--- config.mk ---
export PLATFORM = sky130hd
export DESIGN_NAME = pml_macrocells
export DESIGN_NICKNAME = d
export VERILOG_FILES = /design/src/core/pml_pkg.sv /design/src/core/pml_out_cell.sv /design/src/core/pml_macrocells.sv
export SDC_FILE = /design/constraint.sdc
export NUM_CORES = 1
export LEC_CHECK = 0
export BUFFER_PORTS_ARGS = -buffer_cell sky130_fd_sc_hd__clkbuf_2
export CAP_MARGIN = 20
export CORE_AREA = 3 3 278 280
export DETAILED_ROUTE_END_ITERATION = 6
export DIE_AREA = 0 0 281 283
export GPL_TIMING_DRIVEN = 1
export SYNTH_ARGS = -nofsm -noshare
export SYNTH_HDL_FRONTEND = slang
export SYNTH_SLANG_ARGS = --single-unit
--- constraint.sdc ---
create_clock -name ref_clk -period 15.3 [get_ports ref_clk]
set_clock_uncertainty 0.15 [all_clocks]
set_input_delay 1.53 -clock ref_clk [delete_from_list [all_inputs] [get_ports ref_clk]]
set_output_delay 1.53 -clock ref_clk [all_outputs]
set_load 0.02 [all_outputs]
--- src/core/pml_pkg.sv ---
package pml_pkg;
    // ---------------------------------------------------------------
    // sizes of the macrocell section
    // ---------------------------------------------------------------
    localparam int N_CELL = 16;  // output cells, two groups
    localparam int N_GRP = 8;  // cells per group
    localparam int N_PIN = 24;  // ports a, b, c
    localparam int N_PT = 137;  // product-term capacity of the and array
    localparam int AB_NAT = 3;  // native terms, ab cells
    localparam int BC_NAT = 4;  // native terms, bc cells
    localparam int AB_BOR = 6;  // borrow limit, ab cells
    localparam int BC_LO_BOR = 5;  // borrow limit, bc cells 0-3
    localparam int BC_HI_BOR = 6;  // borrow limit, bc cells 4-7
    localparam int BOR_W = 6;  // width of one borrow enable field
    localparam int BC_BASE = N_GRP * AB_NAT;  // first bc sum term
    localparam int SUM_W = BC_BASE + N_GRP * BC_NAT;  // sum-term pool
    localparam int N_CS = 3;  // port d chip selects
    localparam int NIB = 4;  // input cells per gate term
    localparam int N_GATE = N_PIN / NIB;  // gate terms
    localparam int FF_W = 4;  // width of the flip-flop type code
    localparam int IN_W = 3;  // width of the input cell mode code
    // ---------------------------------------------------------------
    // synchronised bus vector layout
    // ---------------------------------------------------------------
    localparam int B_RD = 8;  // read strobe bit, data below it
    localparam int B_WR = 9;  // write strobe bit
    localparam int B_SEL = 10;  // first select bit
    localparam int N_SEL = 7;
    localparam int BUS_W = B_SEL + N_SEL;
    localparam int SEL_CELL_AB = 0;
    localparam int SEL_CELL_BC = 1;
    localparam int SEL_MASK_AB = 2;
    localparam int SEL_MASK_BC = 3;
    localparam int SEL_IN_A = 4;
    localparam int SEL_IN_B = 5;
    localparam int SEL_IN_C = 6;
    localparam logic [7:0] MASK_RST = 8'h00;  // write masks after reset
    localparam logic [7:0] BYTE_ZERO = 8'h00;
    // ---------------------------------------------------------------
    // types
    // ---------------------------------------------------------------
    typedef enum logic [3:0] {FF_D = 4'b0001, FF_T = 4'b0010, FF_JK = 4'b0100, FF_SR = 4'b1000} pml_ff_t;
    typedef enum logic [2:0] {IN_PASS = 3'b001, IN_LATCH = 3'b010, IN_REG = 3'b100} pml_in_t;
    // ---------------------------------------------------------------
    // product-term allocation arithmetic
    // ---------------------------------------------------------------
    function automatic int nat_of(input int c);
        return (c < N_GRP) ? AB_NAT : BC_NAT;
    endfunction
    function automatic int bor_of(input int c);
        return (c < N_GRP) ? AB_BOR : ((c % N_GRP) < NIB ? BC_LO_BOR : BC_HI_BOR);
    endfunction
    function automatic int base_of(input int c);
        return (c < N_GRP) ? 0 : BC_BASE;
    endfunction
    // native term k of cell c
    function automatic int nat_idx(input int c, input int k);
        return base_of(c) + (c % N_GRP) * nat_of(c) + k;
    endfunction
    // borrow candidate b of cell c: natives of the next two cells in its group
    function automatic int cand_idx(input int c, input int b);
        int n;
        int donor;
        n = nat_of(c);
        donor = ((c % N_GRP) + 1 + b / n) % N_GRP;
        return base_of(c) + donor * n + b % n;
    endfunction
endpackage

--- src/core/pml_out_cell.sv ---
`timescale 1ns/1ps
module pml_out_cell
    import pml_pkg::*;
(
    input wire logic ref_clk,
    input wire logic rst_q_n,
    input wire logic sum_in,
    input wire logic aux_in,
    input wire logic pol,
    input wire pml_ff_t ff_type,
    input wire logic reg_sel,
    input wire logic clk_en,
    input wire logic pre,
    input wire logic clr,
    input wire logic ld_en,
    input wire logic ld_val,
    output logic q_r,
    output logic y
);
    logic d;  // sum after the polarity stage
    logic q_nxt;

    // ---------------------------------------------------------------
    // next state: load beats clear, clear beats preset, then clock
    // ---------------------------------------------------------------
    always_comb
    begin
        d = sum_in ^ pol;
        q_nxt = q_r;
        if (ld_en)
        begin
            q_nxt = ld_val;
        end
        else if (clr)
        begin
            q_nxt = 1'b0;
        end
        else if (pre)
        begin
            q_nxt = 1'b1;
        end
        else if (clk_en)
        begin
            case (ff_type)
                FF_D: q_nxt = d;
                FF_T: q_nxt = q_r ^ d;
                FF_JK: q_nxt = (d & ~aux_in) | (d & aux_in & ~q_r) | (~d & ~aux_in & q_r);
                FF_SR: q_nxt = d | (~aux_in & q_r);
                default: q_nxt = q_r;
            endcase
        end
        y = reg_sel ? q_r : d;
    end

    always_ff @(posedge ref_clk or negedge rst_q_n)
    begin
        if (!rst_q_n)
        begin
            q_r <= 1'b0;
        end
        else
        begin
            q_r <= q_nxt;
        end
    end

    a_load_wins: assert property (@(posedge ref_clk) disable iff (!rst_q_n) ld_en |=> q_r == $past(ld_val))
        else $error("cell load did not override preset, clear or clock");
    a_clear_first: assert property (@(posedge ref_clk) disable iff (!rst_q_n) (clr && !ld_en) |=> !q_r)
        else $error("cell clear did not force zero");
endmodule

--- src/core/pml_macrocells.sv ---
`timescale 1ns/1ps
// Operation
// - three port d selects, no cells used
// - 24 input cells, 16 output cells
// - ab/bc groups; cell n on data bit n
// - native and borrowable term counts per cell
// - a used term cannot be borrowed
// - xor polarity, register/comb mux, feedback
// - flip-flop acts as d, t, jk, sr
// - clock from term or external, rising
// - preset/clear active high; clear two terms
// - processor load overrides preset, clear, clock
// - edge or level loading by configuration
// - per-group write mask, reset zero
// - processor reads output and input cells
// - pin enable is term or direction
// - undefined enable output pin drives from reset
// - internal node frees pin, keeps feedback
// - input cell latches, registers or passes
// - gate from term or strobe, per nibble
// - strobe-clocked cells capture upper address bits
// - and array holds up to 137 terms
// - expansion consumes a cell, adds delay
// - mailbox through port a data-out and inputs
module pml_macrocells
    import pml_pkg::*;
(
    input wire logic ref_clk,
    input wire logic rst_n,
    input wire logic [7:0] mcu_data_in,
    input wire logic mcu_wr_n,
    input wire logic mcu_rd_n,
    input wire logic [N_SEL-1:0] config_io_space_sel,
    input wire logic addr_latch_strobe,
    input wire logic ext_clock_input,
    input wire logic [N_PIN-1:0] port_pin_in,
    input wire logic [SUM_W-1:0] sum_terms,
    input wire logic [N_CELL-1:0] pt_aux,
    input wire logic [N_CELL-1:0] pt_clk,
    input wire logic [N_CELL-1:0] pt_pre,
    input wire logic [N_CELL-1:0] pt_clr_a,
    input wire logic [N_CELL-1:0] pt_clr_b,
    input wire logic [N_PIN-1:0] pt_oe,
    input wire logic [N_GATE-1:0] pt_gate,
    input wire logic [N_CS-1:0] pt_cs,
    input wire logic [N_CELL-1:0] cfg_pol,
    input wire logic [N_CELL-1:0] cfg_reg,
    input wire logic [N_CELL*FF_W-1:0] cfg_ff_type,
    input wire logic [N_CELL-1:0] cfg_clk_ext,
    input wire logic [N_CELL-1:0] cfg_node,
    input wire logic [N_CELL-1:0] cfg_to_alt,
    input wire logic [N_CELL*BOR_W-1:0] cfg_borrow,
    input wire logic [N_CELL-1:0] cfg_expand,
    input wire logic cfg_level_load,
    input wire logic [N_PIN*IN_W-1:0] cfg_in_mode,
    input wire logic [N_GATE-1:0] cfg_gate_strobe,
    input wire logic [N_PIN-1:0] cfg_oe_eq,
    input wire logic [N_PIN-1:0] port_dir,
    input wire logic [N_PIN-1:0] port_dout,
    output logic [N_PIN-1:0] port_out_r,
    output logic [N_PIN-1:0] port_oe_r,
    output logic [N_PIN-1:0] logic_in_bus_r,
    output logic [N_CELL-1:0] cell_fb_r,
    output logic [7:0] mcu_data_out_r,
    output logic mcu_data_oe_r,
    output logic [N_CS-1:0] chip_sel_d_r
);
    // ---------------------------------------------------------------
    // reset release and pin synchronisers
    // ---------------------------------------------------------------
    logic rst_s1_r;
    logic rst_q;  // released reset used everywhere below
    localparam int PIN_W = BUS_W + 2 + N_PIN;  // bus, strobe, clock, port pins
    // strobe bits of the chains reset to their idle high level, so no false write edge follows reset
    localparam logic [PIN_W-1:0] PIN_IDLE = (PIN_W'(1) << (N_PIN + 2 + B_WR)) | (PIN_W'(1) << (N_PIN + 2 + B_RD));
    logic [PIN_W-1:0] s1_r;  // first stage, read only by s2_r
    logic [PIN_W-1:0] s2_r;
    logic [PIN_W-1:0] s3_r;
    logic [PIN_W-1:0] pin_raw;
    logic [BUS_W-1:0] bus_s;  // accepted bus value
    logic [N_PIN-1:0] pins_s;  // accepted port pin values
    logic strobe_s;
    logic ext_rise;  // second stage high while third still low

    always_ff @(posedge ref_clk or negedge rst_n)
    begin
        if (!rst_n)
        begin
            rst_s1_r <= 1'b0;
            rst_q <= 1'b0;
        end
        else
        begin
            rst_s1_r <= 1'b1;
            rst_q <= rst_s1_r;
        end
    end

    // strobes idle high so the write detector sees no false edge
    always_comb
    begin
        pin_raw = {config_io_space_sel, mcu_wr_n, mcu_rd_n, mcu_data_in, addr_latch_strobe, ext_clock_input,
            port_pin_in};
        bus_s = s3_r[PIN_W-1 -: BUS_W];
        strobe_s = s3_r[N_PIN+1];
        pins_s = s3_r[N_PIN-1:0];
        ext_rise = s2_r[N_PIN] & ~s3_r[N_PIN];
    end

    always_ff @(posedge ref_clk or negedge rst_q)
    begin
        if (!rst_q)
        begin
            s1_r <= PIN_IDLE;
            s2_r <= PIN_IDLE;
            s3_r <= PIN_IDLE;
        end
        else
        begin
            s1_r <= pin_raw;
            s2_r <= s1_r;
            s3_r <= s2_r;
        end
    end

    // ---------------------------------------------------------------
    // processor write path and masks
    // ---------------------------------------------------------------
    logic wr_act;
    logic rd_act;
    logic wr_prev_r;
    logic [7:0] cap_r;  // data held for edge loading
    logic [7:0] cap_nxt;
    logic [N_SEL-1:0] sel_cap_r;
    logic [N_SEL-1:0] sel_cap_nxt;
    logic [7:0] mask_ab_r;
    logic [7:0] mask_ab_nxt;
    logic [7:0] mask_bc_r;
    logic [7:0] mask_bc_nxt;
    logic load_go;  // a load happens this cycle
    logic [7:0] ld_data;
    logic [N_SEL-1:0] ld_sel;
    logic [N_CELL-1:0] ld_vec;
    logic trail;

    always_comb
    begin
        wr_act = ~bus_s[B_WR];
        rd_act = ~bus_s[B_RD];
        trail = wr_prev_r & ~wr_act;
        cap_nxt = wr_act ? bus_s[7:0] : cap_r;
        sel_cap_nxt = wr_act ? bus_s[B_SEL +: N_SEL] : sel_cap_r;
        // level mode loads every active cycle, edge mode only at the trailing edge
        if (cfg_level_load)
        begin
            load_go = wr_act;
            ld_data = bus_s[7:0];
            ld_sel = bus_s[B_SEL +: N_SEL];
        end
        else
        begin
            load_go = trail;
            ld_data = cap_r;
            ld_sel = sel_cap_r;
        end
        ld_vec[N_GRP-1:0] = (load_go && ld_sel[SEL_CELL_AB]) ? ~mask_ab_r : BYTE_ZERO;
        ld_vec[N_CELL-1:N_GRP] = (load_go && ld_sel[SEL_CELL_BC]) ? ~mask_bc_r : BYTE_ZERO;
        // masks take a value once per write, at its trailing edge
        mask_ab_nxt = (trail && sel_cap_r[SEL_MASK_AB]) ? cap_r : mask_ab_r;
        mask_bc_nxt = (trail && sel_cap_r[SEL_MASK_BC]) ? cap_r : mask_bc_r;
    end

    always_ff @(posedge ref_clk or negedge rst_q)
    begin
        if (!rst_q)
        begin
            wr_prev_r <= 1'b0;
            cap_r <= BYTE_ZERO;
            sel_cap_r <= '0;
            mask_ab_r <= MASK_RST;
            mask_bc_r <= MASK_RST;
        end
        else
        begin
            wr_prev_r <= wr_act;
            cap_r <= cap_nxt;
            sel_cap_r <= sel_cap_nxt;
            mask_ab_r <= mask_ab_nxt;
            mask_bc_r <= mask_bc_nxt;
        end
    end

    // ---------------------------------------------------------------
    // product-term allocation and output cells
    // ---------------------------------------------------------------
    logic [N_CELL-1:0] sum_full;  // or of native, borrowed and expanded terms
    logic [N_CELL-1:0] consumed;  // cells used up by expansion
    logic [N_CELL-1:0] exp_r;  // one-cycle delayed sums for expansion
    logic [N_CELL-1:0] pt_prev_r;
    logic [N_CELL-1:0] cell_q;
    logic [N_CELL-1:0] cell_y;
    logic [N_CELL-1:0] cell_clk_en;
    logic [SUM_W-1:0] taken;  // terms already claimed by a borrower

    // terms come from the external and array; the pool is SUM_W terms wide, N_PT is not applied
    always_comb
    begin
        taken = '0;
        sum_full = '0;
        consumed = '0;
        for (int c = 0; c < N_CELL; c++)
        begin
            for (int b = 0; b < BOR_W; b++)
            begin
                // a term is granted once; later borrowers see it as taken
                if (b < bor_of(c) && cfg_borrow[c*BOR_W+b] && !taken[cand_idx(c, b)])
                begin
                    taken[cand_idx(c, b)] = 1'b1;
                    sum_full[c] = sum_full[c] | sum_terms[cand_idx(c, b)];
                end
            end
        end
        for (int c = 0; c < N_CELL; c++)
        begin
            for (int k = 0; k < BC_NAT; k++)
            begin
                if (k < nat_of(c) && !taken[nat_idx(c, k)])
                begin
                    sum_full[c] = sum_full[c] | sum_terms[nat_idx(c, k)];
                end
            end
            // expansion takes the next cell's sum a cycle late
            if (cfg_expand[c])
            begin
                sum_full[c] = sum_full[c] | exp_r[base_of(c)/AB_NAT + (c % N_GRP + 1) % N_GRP];
                consumed[base_of(c)/AB_NAT + (c % N_GRP + 1) % N_GRP] = 1'b1;
            end
        end
        cell_clk_en = (cfg_clk_ext & {N_CELL{ext_rise}}) | (~cfg_clk_ext & pt_clk & ~pt_prev_r);
    end

    always_ff @(posedge ref_clk or negedge rst_q)
    begin
        if (!rst_q)
        begin
            exp_r <= '0;
            pt_prev_r <= '0;
        end
        else
        begin
            exp_r <= sum_full;
            pt_prev_r <= pt_clk;
        end
    end

    for (genvar c = 0; c < N_CELL; c++)
    begin : g_cell
        pml_out_cell u_cell (
            .ref_clk(ref_clk),
            .rst_q_n(rst_q),
            .sum_in(sum_full[c]),
            .aux_in(pt_aux[c]),
            .pol(cfg_pol[c]),
            .ff_type(pml_ff_t'(cfg_ff_type[c*FF_W +: FF_W])),
            .reg_sel(cfg_reg[c]),
            .clk_en(cell_clk_en[c]),
            .pre(pt_pre[c]),
            .clr(pt_clr_a[c] | pt_clr_b[c]),
            .ld_en(ld_vec[c]),
            .ld_val(ld_data[c % N_GRP]),
            .q_r(cell_q[c]),
            .y(cell_y[c])
        );
    end

    // ---------------------------------------------------------------
    // pin drive, input cells, read-back
    // ---------------------------------------------------------------
    logic [N_PIN-1:0] routed;  // pin owned by a cell
    logic [N_PIN-1:0] cell_val;
    logic [N_PIN-1:0] port_out_nxt;
    logic [N_PIN-1:0] port_oe_nxt;
    logic [N_PIN-1:0] in_val_r;
    logic [N_PIN-1:0] in_val_nxt;
    logic [N_GATE-1:0] gate;
    logic [N_GATE-1:0] gate_prev_r;
    logic [7:0] rd_nxt;
    logic rd_oe_nxt;
    logic [N_CELL-1:0] drives;

    always_comb
    begin
        // a node or a consumed cell leaves its pin to the data-out register
        drives = ~cfg_node & ~consumed;
        routed = '0;
        cell_val = '0;
        for (int n = 0; n < N_GRP; n++)
        begin
            // ab cell on a or b, bc cell on b or c; ab wins a shared b pin
            if (drives[N_GRP+n] && cfg_to_alt[N_GRP+n])
            begin
                routed[2*N_GRP+n] = 1'b1;
                cell_val[2*N_GRP+n] = cell_y[N_GRP+n];
            end
            else if (drives[N_GRP+n])
            begin
                routed[N_GRP+n] = 1'b1;
                cell_val[N_GRP+n] = cell_y[N_GRP+n];
            end
            if (drives[n] && cfg_to_alt[n])
            begin
                routed[N_GRP+n] = 1'b1;
                cell_val[N_GRP+n] = cell_y[n];
            end
            else if (drives[n])
            begin
                routed[n] = 1'b1;
                cell_val[n] = cell_y[n];
            end
        end
        // unrouted pins on ports a, b and c carry the master's data-out value
        port_out_nxt = (routed & cell_val) | (~routed & port_dout);
        port_oe_nxt = pt_oe | port_dir | (routed & ~cfg_oe_eq);
        // gate per nibble: term or address strobe
        gate = (cfg_gate_strobe & {N_GATE{strobe_s}}) | (~cfg_gate_strobe & pt_gate);
        for (int p = 0; p < N_PIN; p++)
        begin
            case (pml_in_t'(cfg_in_mode[p*IN_W +: IN_W]))
                IN_PASS: in_val_nxt[p] = pins_s[p];
                IN_LATCH: in_val_nxt[p] = gate[p/NIB] ? pins_s[p] : in_val_r[p];
                IN_REG: in_val_nxt[p] = (gate[p/NIB] && !gate_prev_r[p/NIB]) ? pins_s[p] : in_val_r[p];
                default: in_val_nxt[p] = pins_s[p];
            endcase
        end
        // read decode; the slave's input-cell writes reach the master here
        rd_nxt = BYTE_ZERO;
        rd_oe_nxt = rd_act;
        if (bus_s[B_SEL+SEL_CELL_AB])
        begin
            rd_nxt = cell_q[N_GRP-1:0];
        end
        else if (bus_s[B_SEL+SEL_CELL_BC])
        begin
            rd_nxt = cell_q[N_CELL-1:N_GRP];
        end
        else if (bus_s[B_SEL+SEL_MASK_AB])
        begin
            rd_nxt = mask_ab_r;
        end
        else if (bus_s[B_SEL+SEL_MASK_BC])
        begin
            rd_nxt = mask_bc_r;
        end
        else if (bus_s[B_SEL+SEL_IN_A])
        begin
            rd_nxt = in_val_r[N_GRP-1:0];
        end
        else if (bus_s[B_SEL+SEL_IN_B])
        begin
            rd_nxt = in_val_r[2*N_GRP-1:N_GRP];
        end
        else if (bus_s[B_SEL+SEL_IN_C])
        begin
            rd_nxt = in_val_r[N_PIN-1:2*N_GRP];
        end
        else
        begin
            rd_oe_nxt = 1'b0;  // nothing of ours selected: bus left alone
        end
        if (!rd_act)
        begin
            rd_nxt = BYTE_ZERO;
        end
    end

    always_ff @(posedge ref_clk or negedge rst_q)
    begin
        if (!rst_q)
        begin
            port_out_r <= '0;
            port_oe_r <= '0;
            in_val_r <= '0;
            gate_prev_r <= '0;
            logic_in_bus_r <= '0;
            cell_fb_r <= '0;
            mcu_data_out_r <= BYTE_ZERO;
            mcu_data_oe_r <= 1'b0;
            chip_sel_d_r <= '0;
        end
        else
        begin
            port_out_r <= port_out_nxt;
            port_oe_r <= port_oe_nxt;
            in_val_r <= in_val_nxt;
            gate_prev_r <= gate;
            logic_in_bus_r <= in_val_nxt;
            cell_fb_r <= cell_y;
            mcu_data_out_r <= rd_nxt;
            mcu_data_oe_r <= rd_oe_nxt;
            chip_sel_d_r <= pt_cs;
        end
    end

    // ---------------------------------------------------------------
    // checks
    // ---------------------------------------------------------------
    a_mask_blocks: assert property (@(posedge ref_clk) disable iff (!rst_q) (ld_vec[N_GRP-1:0] & mask_ab_r) == 0)
        else $error("masked ab cell was loaded");
    a_oe_dir: assert property (@(posedge ref_clk) disable iff (!rst_q) rst_q |=> (port_oe_r & $past(port_dir)) == $past(port_dir))
        else $error("direction register did not enable pin");
    a_cs_follow: assert property (@(posedge ref_clk) disable iff (!rst_q) rst_q |=> chip_sel_d_r == $past(pt_cs))
        else $error("chip select did not follow its term");
    a_pass_in: assert property (@(posedge ref_clk) disable iff (!rst_q) (cfg_in_mode[IN_W-1:0] == IN_PASS) |=> logic_in_bus_r[0] == $past(pins_s[0]))
        else $error("pass-through input cell did not follow pin");
    a_level_load: assert property (@(posedge ref_clk) disable iff (!rst_q) (cfg_level_load && wr_act && bus_s[B_SEL+SEL_CELL_AB] && !mask_ab_r[0]) |=> cell_q[0] == $past(bus_s[0]))
        else $error("level load missed cell 0");
    a_edge_load: assert property (@(posedge ref_clk) disable iff (!rst_q) (!cfg_level_load && wr_act) ##1 (!cfg_level_load && !wr_act && sel_cap_r[SEL_CELL_AB] && !mask_ab_r[N_GRP-1]) |=> cell_q[N_GRP-1] == $past(cap_r[N_GRP-1]))
        else $error("edge load missed top ab cell");
    a_read_ab: assert property (@(posedge ref_clk) disable iff (!rst_q) (rd_act && bus_s[B_SEL+SEL_CELL_AB]) |=> mcu_data_oe_r && mcu_data_out_r == $past(cell_q[N_GRP-1:0]))
        else $error("ab cells not read back");
    a_node_free: assert property (@(posedge ref_clk) disable iff (!rst_q) (cfg_node[0] && !cfg_to_alt[0]) |=> port_out_r[0] == $past(port_dout[0]))
        else $error("node cell still drove its pin");
endmodule

== Word level (Yosys, flattened, before mapping) ==
Index checks and enable logic that the tools add are counted.
Widths: inputs -> output; s select.
Cells by class
  equality and inequality tests: 160
  mux-type cells: 556
  bitwise gates (word level): 416
  reductions and logical operators: 176
Operators by type and width (number)
  $mux 1: 504
  $or 1x1->1: 212
  $reduce_bool 7->1: 16
  $and 1x1->1: 98
  $ne 2x2->1 const B: 48
  $mux 8: 11
  $reduce_and 2->1: 40
  $and 24x24->24: 3
  $eq 3x2->1 const B: 24
  $eq 3x3->1 const B: 24
  $or 24x24->24: 3
  $and 16x16->16: 4
  $eq 4x1->1 const B: 16
  $eq 4x2->1 const B: 16
  $eq 4x3->1 const B: 16
  $eq 4x4->1 const B: 16
  $not 16->16: 4
  $pmux 1 s4: 16
  $reduce_bool 4->1: 16
  $logic_and 1x1->1: 62
  $not 1->1: 51
  $not 24->24: 2
  $pmux 1 s2: 24
  $logic_not 1->1: 42
  7 further kinds: 40
Word-level totals
  register bits after elaboration: 314
  input bits: 621
  output and inout bits: 100
  word-level logic and storage cells: 1367

== Longest topological paths before layout ==
  word-level depth: 34
  depth in mapped cells: 8
  mapped depth without buffers: 6

== Cells and area by module ==
From an unflattened synthesis, not the netlist that was laid out.
Second synthesis, totals
  cell total of the unflattened synthesis: 1397
  area, all modules: 15015.7 µm²
By module, submodules not included
  pml_macrocells: instances 1, cells an instance 981, area an instance 11792.6 µm², sequential area each 7464.7 µm²
  pml_out_cell: instances 16, cells an instance 26, area an instance 201.4 µm², sequential area each 25.0 µm²

== Least setup slack after synthesis ==
Ideal clock, no wire load.
  path kind: input to register
  from: in cfg_borrow[92]
  to: reg port_out_r[23]
  library setup time: 125 ps
  data arrival time: 3070 ps
  required time: 15025 ps
  path slack: 11955 ps
  stages on the path: 6
  buffers on the path: 0
  path through: a22oi_1 -> o21ai_1 -> or4_4 -> or3_4 -> a31o_1 -> mux2_2
Between the ends
  longest elaborated chain between the ends: 22
Ends and longest elaborated chain
  start, declared: line pml_macrocells.sv:52  | input wire logic [N_CELL*BOR_W-1:0] cfg_borrow,
  $mux 1 *: line pml_macrocells.sv:216  | if (b < bor_of(c) && cfg_borrow[c*BOR_W+b] && !taken[cand_idx(c, b)])
  $or 1x1->1: line pml_macrocells.sv:219  | sum_full[c] = sum_full[c] | sum_terms[cand_idx(c, b)];
  $mux 1 *: line pml_macrocells.sv:216
  $or 1x1->1: line pml_macrocells.sv:219
  $mux 1 *: line pml_macrocells.sv:216
  $or 1x1->1: line pml_macrocells.sv:219
  $mux 1 *: line pml_macrocells.sv:216
  $or 1x1->1: line pml_macrocells.sv:229  | sum_full[c] = sum_full[c] | sum_terms[nat_idx(c, k)];
  [8 not listed]
  $mux 1 *: line pml_macrocells.sv:233  | if (cfg_expand[c])
  $xor 1x1->1 *: line pml_out_cell.sv:28  | d = sum_in ^ pol;
  $mux 1 *: line pml_out_cell.sv:52  | y = reg_sel ? q_r : d;
  named net g_cell[15].u_cell.y: line pml_out_cell.sv:18  | output logic y
  $mux 1 *: line pml_macrocells.sv:300  | if (drives[N_GRP+n] && cfg_to_alt[N_GRP+n])
  $and 24x24->24 *: line pml_macrocells.sv:322  | port_out_nxt = (routed & cell_val) | (~routed & port_dout);
  $or 24x24->24 *: line pml_macrocells.sv:322
  named net port_out_nxt[23]: line pml_macrocells.sv:281  | logic [N_PIN-1:0] port_out_nxt;
  end signal, assigned: line pml_macrocells.sv:392  | port_out_r <= port_out_nxt;
  end, declared: line pml_macrocells.sv:60  | output logic [N_PIN-1:0] port_out_r,
Mark *: on every way through the listed nets, which the timed path passes. The rest lies on a longest branch.
A chain may end at the register's enable or synchronous reset.

== Final worst setup path ==
  from: in sum_terms[42]
  to: reg port_out_r[11]
Between the ends
  longest elaborated chain between the ends: 23
Ends and longest elaborated chain
  start, declared: line pml_macrocells.sv:37  | input wire logic [SUM_W-1:0] sum_terms,
  $or 1x1->1 *: line pml_macrocells.sv:219
  $mux 1 *: line pml_macrocells.sv:216
  $or 1x1->1: line pml_macrocells.sv:219
  $mux 1 *: line pml_macrocells.sv:216
  $or 1x1->1: line pml_macrocells.sv:219
  $mux 1 *: line pml_macrocells.sv:216
  $or 1x1->1: line pml_macrocells.sv:229
  $mux 1 *: line pml_macrocells.sv:227  | if (k < nat_of(c) && !taken[nat_idx(c, k)])
  [9 not listed]
  $mux 1 *: line pml_out_cell.sv:52
  named net g_cell[11].u_cell.y: line pml_out_cell.sv:18
  $mux 1 *: line pml_macrocells.sv:305  | else if (drives[N_GRP+n])
  $mux 1 *: line pml_macrocells.sv:300
  $mux 1 *: line pml_macrocells.sv:310  | if (drives[n] && cfg_to_alt[n])
  $and 24x24->24 *: line pml_macrocells.sv:322
  $or 24x24->24 *: line pml_macrocells.sv:322
  named net port_out_nxt[11]: line pml_macrocells.sv:281
Marks and branches as above.

==> PnR_summary.wiki <==
{| class="wikitable"
! Metric !! Value
|-
| Result of the run || finished, final reports clean
|-
| Layout Area Growth over Synthesis || 42.0%
|-
| Flops & latches, synth || about 310
|-
| # fillers || just under 8k
|-
| Setup_tns || 0 ns
|-
| Worst path max stage delay || 0.78 ns
|-
| Count of pins over their slew limit || 0
|-
| First DRT Iteration DRCs || 840
|-
| RSZ-0062 raised after global routing || no
|-
| Power share of the sequential group || 42.4%
|-
| Total routed wirelength || 73.9 mm
|-
| Worst vdd ir || 0.0753 mV
|-
| Switching power of the nets || 0.647 mW
|-
| Detailed placer's ending HPWL || 63.2 mm
|-
| Reg2reg setup slack || 11.70 ns
|-
| Hold violation count in the final report || 0
|-
| Most Frequent Cell on Critical Path || mux2_2
|-
| Routed via count || 13.8k
|-
| Core box area || 74700 sq um
|-
| Netlist area before placement || around 14000 sq um
|-
| Clock tree from TritonCTS || done
|-
| Total Power Consumption || around 2.2 mW
|-
| Post-Synthesis Cells || 1339
|-
| FFs w/ async S/R, synth || 100%
|-
| Part of the power in the clock network || 41.1%
|-
| Net switching fraction of the power || 29.0%
|-
| Critical-path cell with the highest stage delay || a22oi_1
|-
| HP Class || reg2reg
|-
| Number of different library cells in the post-synthesis netlist || 63
|-
| Count of nets after finishing || 2698
|-
| Number of global-route vias before repair || 13.7k
|-
| Grt total ovfl || 0
|-
| Buffers plus inverters on the worst setup path || 1
|-
| Timing startpoint of the critical path || sum_terms[42]
|-
| Internal power summed over all cells || between 1.5 and 2 mW
|-
| Setup violators final || 0
|-
| Slew at the pin closest to its max-slew limit || 1.13 ns
|-
| Setup repair bufs after CTS || 0
|-
| Buffer depth of the longest clock path || 3
|-
| Critical path depth in cells || 7
|-
| Number of clock buffers inserted by TritonCTS || 39
|-
| Startpoint class of the critical path || primary input
|-
| Arrival time of data at the critical path endpoint || 4.18 ns
|-
| Avg Cell Area, Syn || 10.8 sq um
|-
| Skew-Pair Late Insertion Delay || 0.56 ns
|-
| First-pass DRT Iterations || 5
|-
| Power density relative to cell area || 109 nW/um^2
|-
| Critical Path End Type || flip-flop
|-
| Total die area || between 70000 and 80000 sq um
|-
| Vias per std cell || 4.47
|-
| Clock input transition at the sequential cells of the worst setup and hold paths || about 0.06 ns
|-
| Crit path max fanout || 3
|-
| Ratio of cells with drive above 1 in the final layout || 42.4%
|-
| Global-route wire length before repair || between 100 and 150 mm
|-
| Worst flop-to-flop path startpoint || rst_q$_DFF_PN0_
|-
| Final min period || 3.89 ns
|-
| CP Cell Sequence || clkbuf_2 > a22oi_1 > o221ai_1 > nor4_1 > o31ai_1 > mux2_2 > mux2_2
|-
| Residual DRC || 0
|-
| Initial core utilization || 19.4%
|-
| Synthesized netlist net count || 1960
|-
| Routed WL per cell || 23.9 um
|-
| Slew margin rel. || 23.9%
|-
| Critical Setup Path Class || in2reg
|-
| Count of buffers from port buffering || 716
|-
| Part of the Yosys area used for sequential elements || 54.3%
|-
| Proportion of netlist area held by the largest area contributor || 53.2%
|-
| Required arrival time at the worst endpoint || about 16 ns
|-
| Worst reg-to-reg path cell count || 3
|-
| Final core utilization || between 20 and 30%
|-
| Number of synthesis warnings || 0
|-
| Total track usage || 17.9%
|-
| Cell Rows || 100
|-
| Pleak || 9.54 nW
|-
| Combinational power share || ~17%
|-
| Worst setup slack before clock tree synthesis || 10.91 ns
|-
| Clock sink total || about 310
|-
| Pin count of the biggest net entering global routing || 68
|-
| CTS root buffer || clkbuf_16
|-
| # resized after CTS || 0
|-
| Endpoint of the worst register-to-register path || port_out_r[23]$_DFF_PN0_
|-
| Hold bufs inserted after CTS || 0
|-
| Post-synthesis cell type with the largest combined area || dfrtp_1
|-
| ANT nets after route || 0
|-
| Final estimated routing congestion in global placement || between 0.9 and 1
|-
| Layout Cell Area excl Fill || 20600 sq um
|-
| Vert. Die Dim || 283 um
|-
| Capturing instance or port of the critical path || port_out_r[11]$_DFF_PN0_
|-
| Largest delay contributor family on the critical path || compound AO/OA/AOI/OAI gates
|-
| Primary FF master, synth || dfrtp_1
|-
| Count of boundary I/O pins || about 720
|-
| Die boundary width || 281 um
|-
| Antenna violations before repair || 40
|-
| Cell types with the largest area share after synthesis || dfrtp_1, mux2_2, nand3b_1, nor3_1, a21oi_1
|-
| Final critical-path share of the clock period || around a quarter
|-
| Maximum Capacitance Violations || 0
|-
| Setup WS post-layout || 11.41 ns
|-
| Total placed instance area || approximately 19000 sq um
|-
| Fmax achieved || ~260 MHz
|-
| Number of levels the H-tree was split into || 2
|-
| Number of synthesized flops with an enable pin || 0
|}
==> stage by stage <==
| stage | std cells | hold WS (ns) |
|---|---|---|
| 2_1_floorplan | 1339 | 0.181 |
| 3_3_place_gp | 3005 | 0.182 |
| 3_5_place_dp | 3005 | 0.185 |
| 4_1_cts | 3074 | 0.187 |
| 5_1_grt | 3093 | 0.194 |
| 6_report | 3095 | 0.187 |
==> metal layers <==
metal,global-route usage (%),vias up,share of wire [%],wire length [um]
li1,-,6423,-,-
met1,20.8,6595,39,29000
met2,29.3,653,48,35200
met3,5.62,137,8.4,6220
met4,9.50,24,4.7,3450
met5,0,-,0.21,158
==> worst min-delay path by stage <==
| stage | from | endpoint | slack, ns | cells after the start |
|---|---|---|---|---|
| finish | s2_r[10]$_DFF_PN0_ | s3_r[10]$_DFF_PN0_ | 0.19 | 0 |
| global route | s2_r[28]$_DFF_PN0_ | s3_r[28]$_DFF_PN0_ | 0.19 | 0 |
| CTS | s2_r[10]$_DFF_PN0_ | s3_r[10]$_DFF_PN0_ | 0.19 | 0 |
| detailed placement | s2_r[10]$_DFF_PN0_ | s3_r[10]$_DFF_PN0_ | 0.18 | 0 |
| global placement | s1_r[8]$_DFF_PN0_ | s2_r[8]$_DFF_PN0_ | 0.18 | 0 |
| floorplan | rst_s1_r$_DFF_PN0_ | rst_q$_DFF_PN0_ | 0.18 | 0 |
==> Yosys cell counts (29+ instances only) <==
library cell / n
dfrtp_1: 308
o31a_1: 30
mux2_2: 78
nand3b_1: 74
nand2_1: 68
inv_1: 74
o21ai_0: 45
nor2_1: 78
nor3_1: 103
nor3b_1: 36
nor2b_1: 29
a21oi_1: 61
==> power groups by stage <==
stage	clock network, mW	logic [mW]	registers [mW]
after global routing	0.991	0.401	0.956
after global placement	0	0.367	0.961
after CTS	0.966	0.371	0.949
final	0.919	0.368	0.948
after floorplan	0	0.142	0.976
after detailed placement	0	0.369	0.964
==> cells in the final DEF, fill, tap and decap left out, types with 39 or more instances in the layout <==
cell       synthesis  final
nor2_1            78     78
mux2_2            78     78
nand2_1           68     68
nor3_1           103    103
clkbuf_16          0     39
dfrtp_1          308    307
o21ai_0           45     45
nand3b_1          74     74
inv_1             74     74
clkbuf_2           0    716
a21oi_1           61     61
==> kinds of logic after synthesis <==
logic type / Yosys count / synth area share, %
muxes: 102 / 7.72
xor gates and xnor gates: 41 / 2.48
and+or+nand+nor: 491 / 19.1
buffers and inverters: 103 / 2.68
other: 1 / 0.0259
DFF: 314 / 54.3
AOI/OAI and AO/OA: 287 / 13.7
==> registers in the layout (all words and copies together) (netlist names) <==
register and count:
cap_r 8, cell_fb_r 16, chip_sel_d_r 3, exp_r 16, g_cell.u_cell.q_r 16, gate_prev_r 6
in_val_r 24, mask_ab_r 8, mask_bc_r 8, mcu_data_oe_r 1, mcu_data_out_r 8, port_oe_r 24
port_out_r 24, pt_prev_r 16, rst_q 1, rst_s1_r 1, s1_r 43, s2_r 43
s3_r 43, sel_cap_r 4, wr_prev_r 1
==> cell type report <==
cell class                      count  area, sq um  area share (%)
Inverter                           74          278            1.35
Antenna cell                       21         52.6           0.255
Multi-Input combinational cell    922         6250            30.4
Sequential cell                   314         7870            38.2
Clock buffer                       56         1130            5.49
Timing Repair Buffer              726         3660            17.8
Clock inverter                     13          140           0.681
Tap cell                          969         1210            5.89
Power figures use the tool's default switching activity.
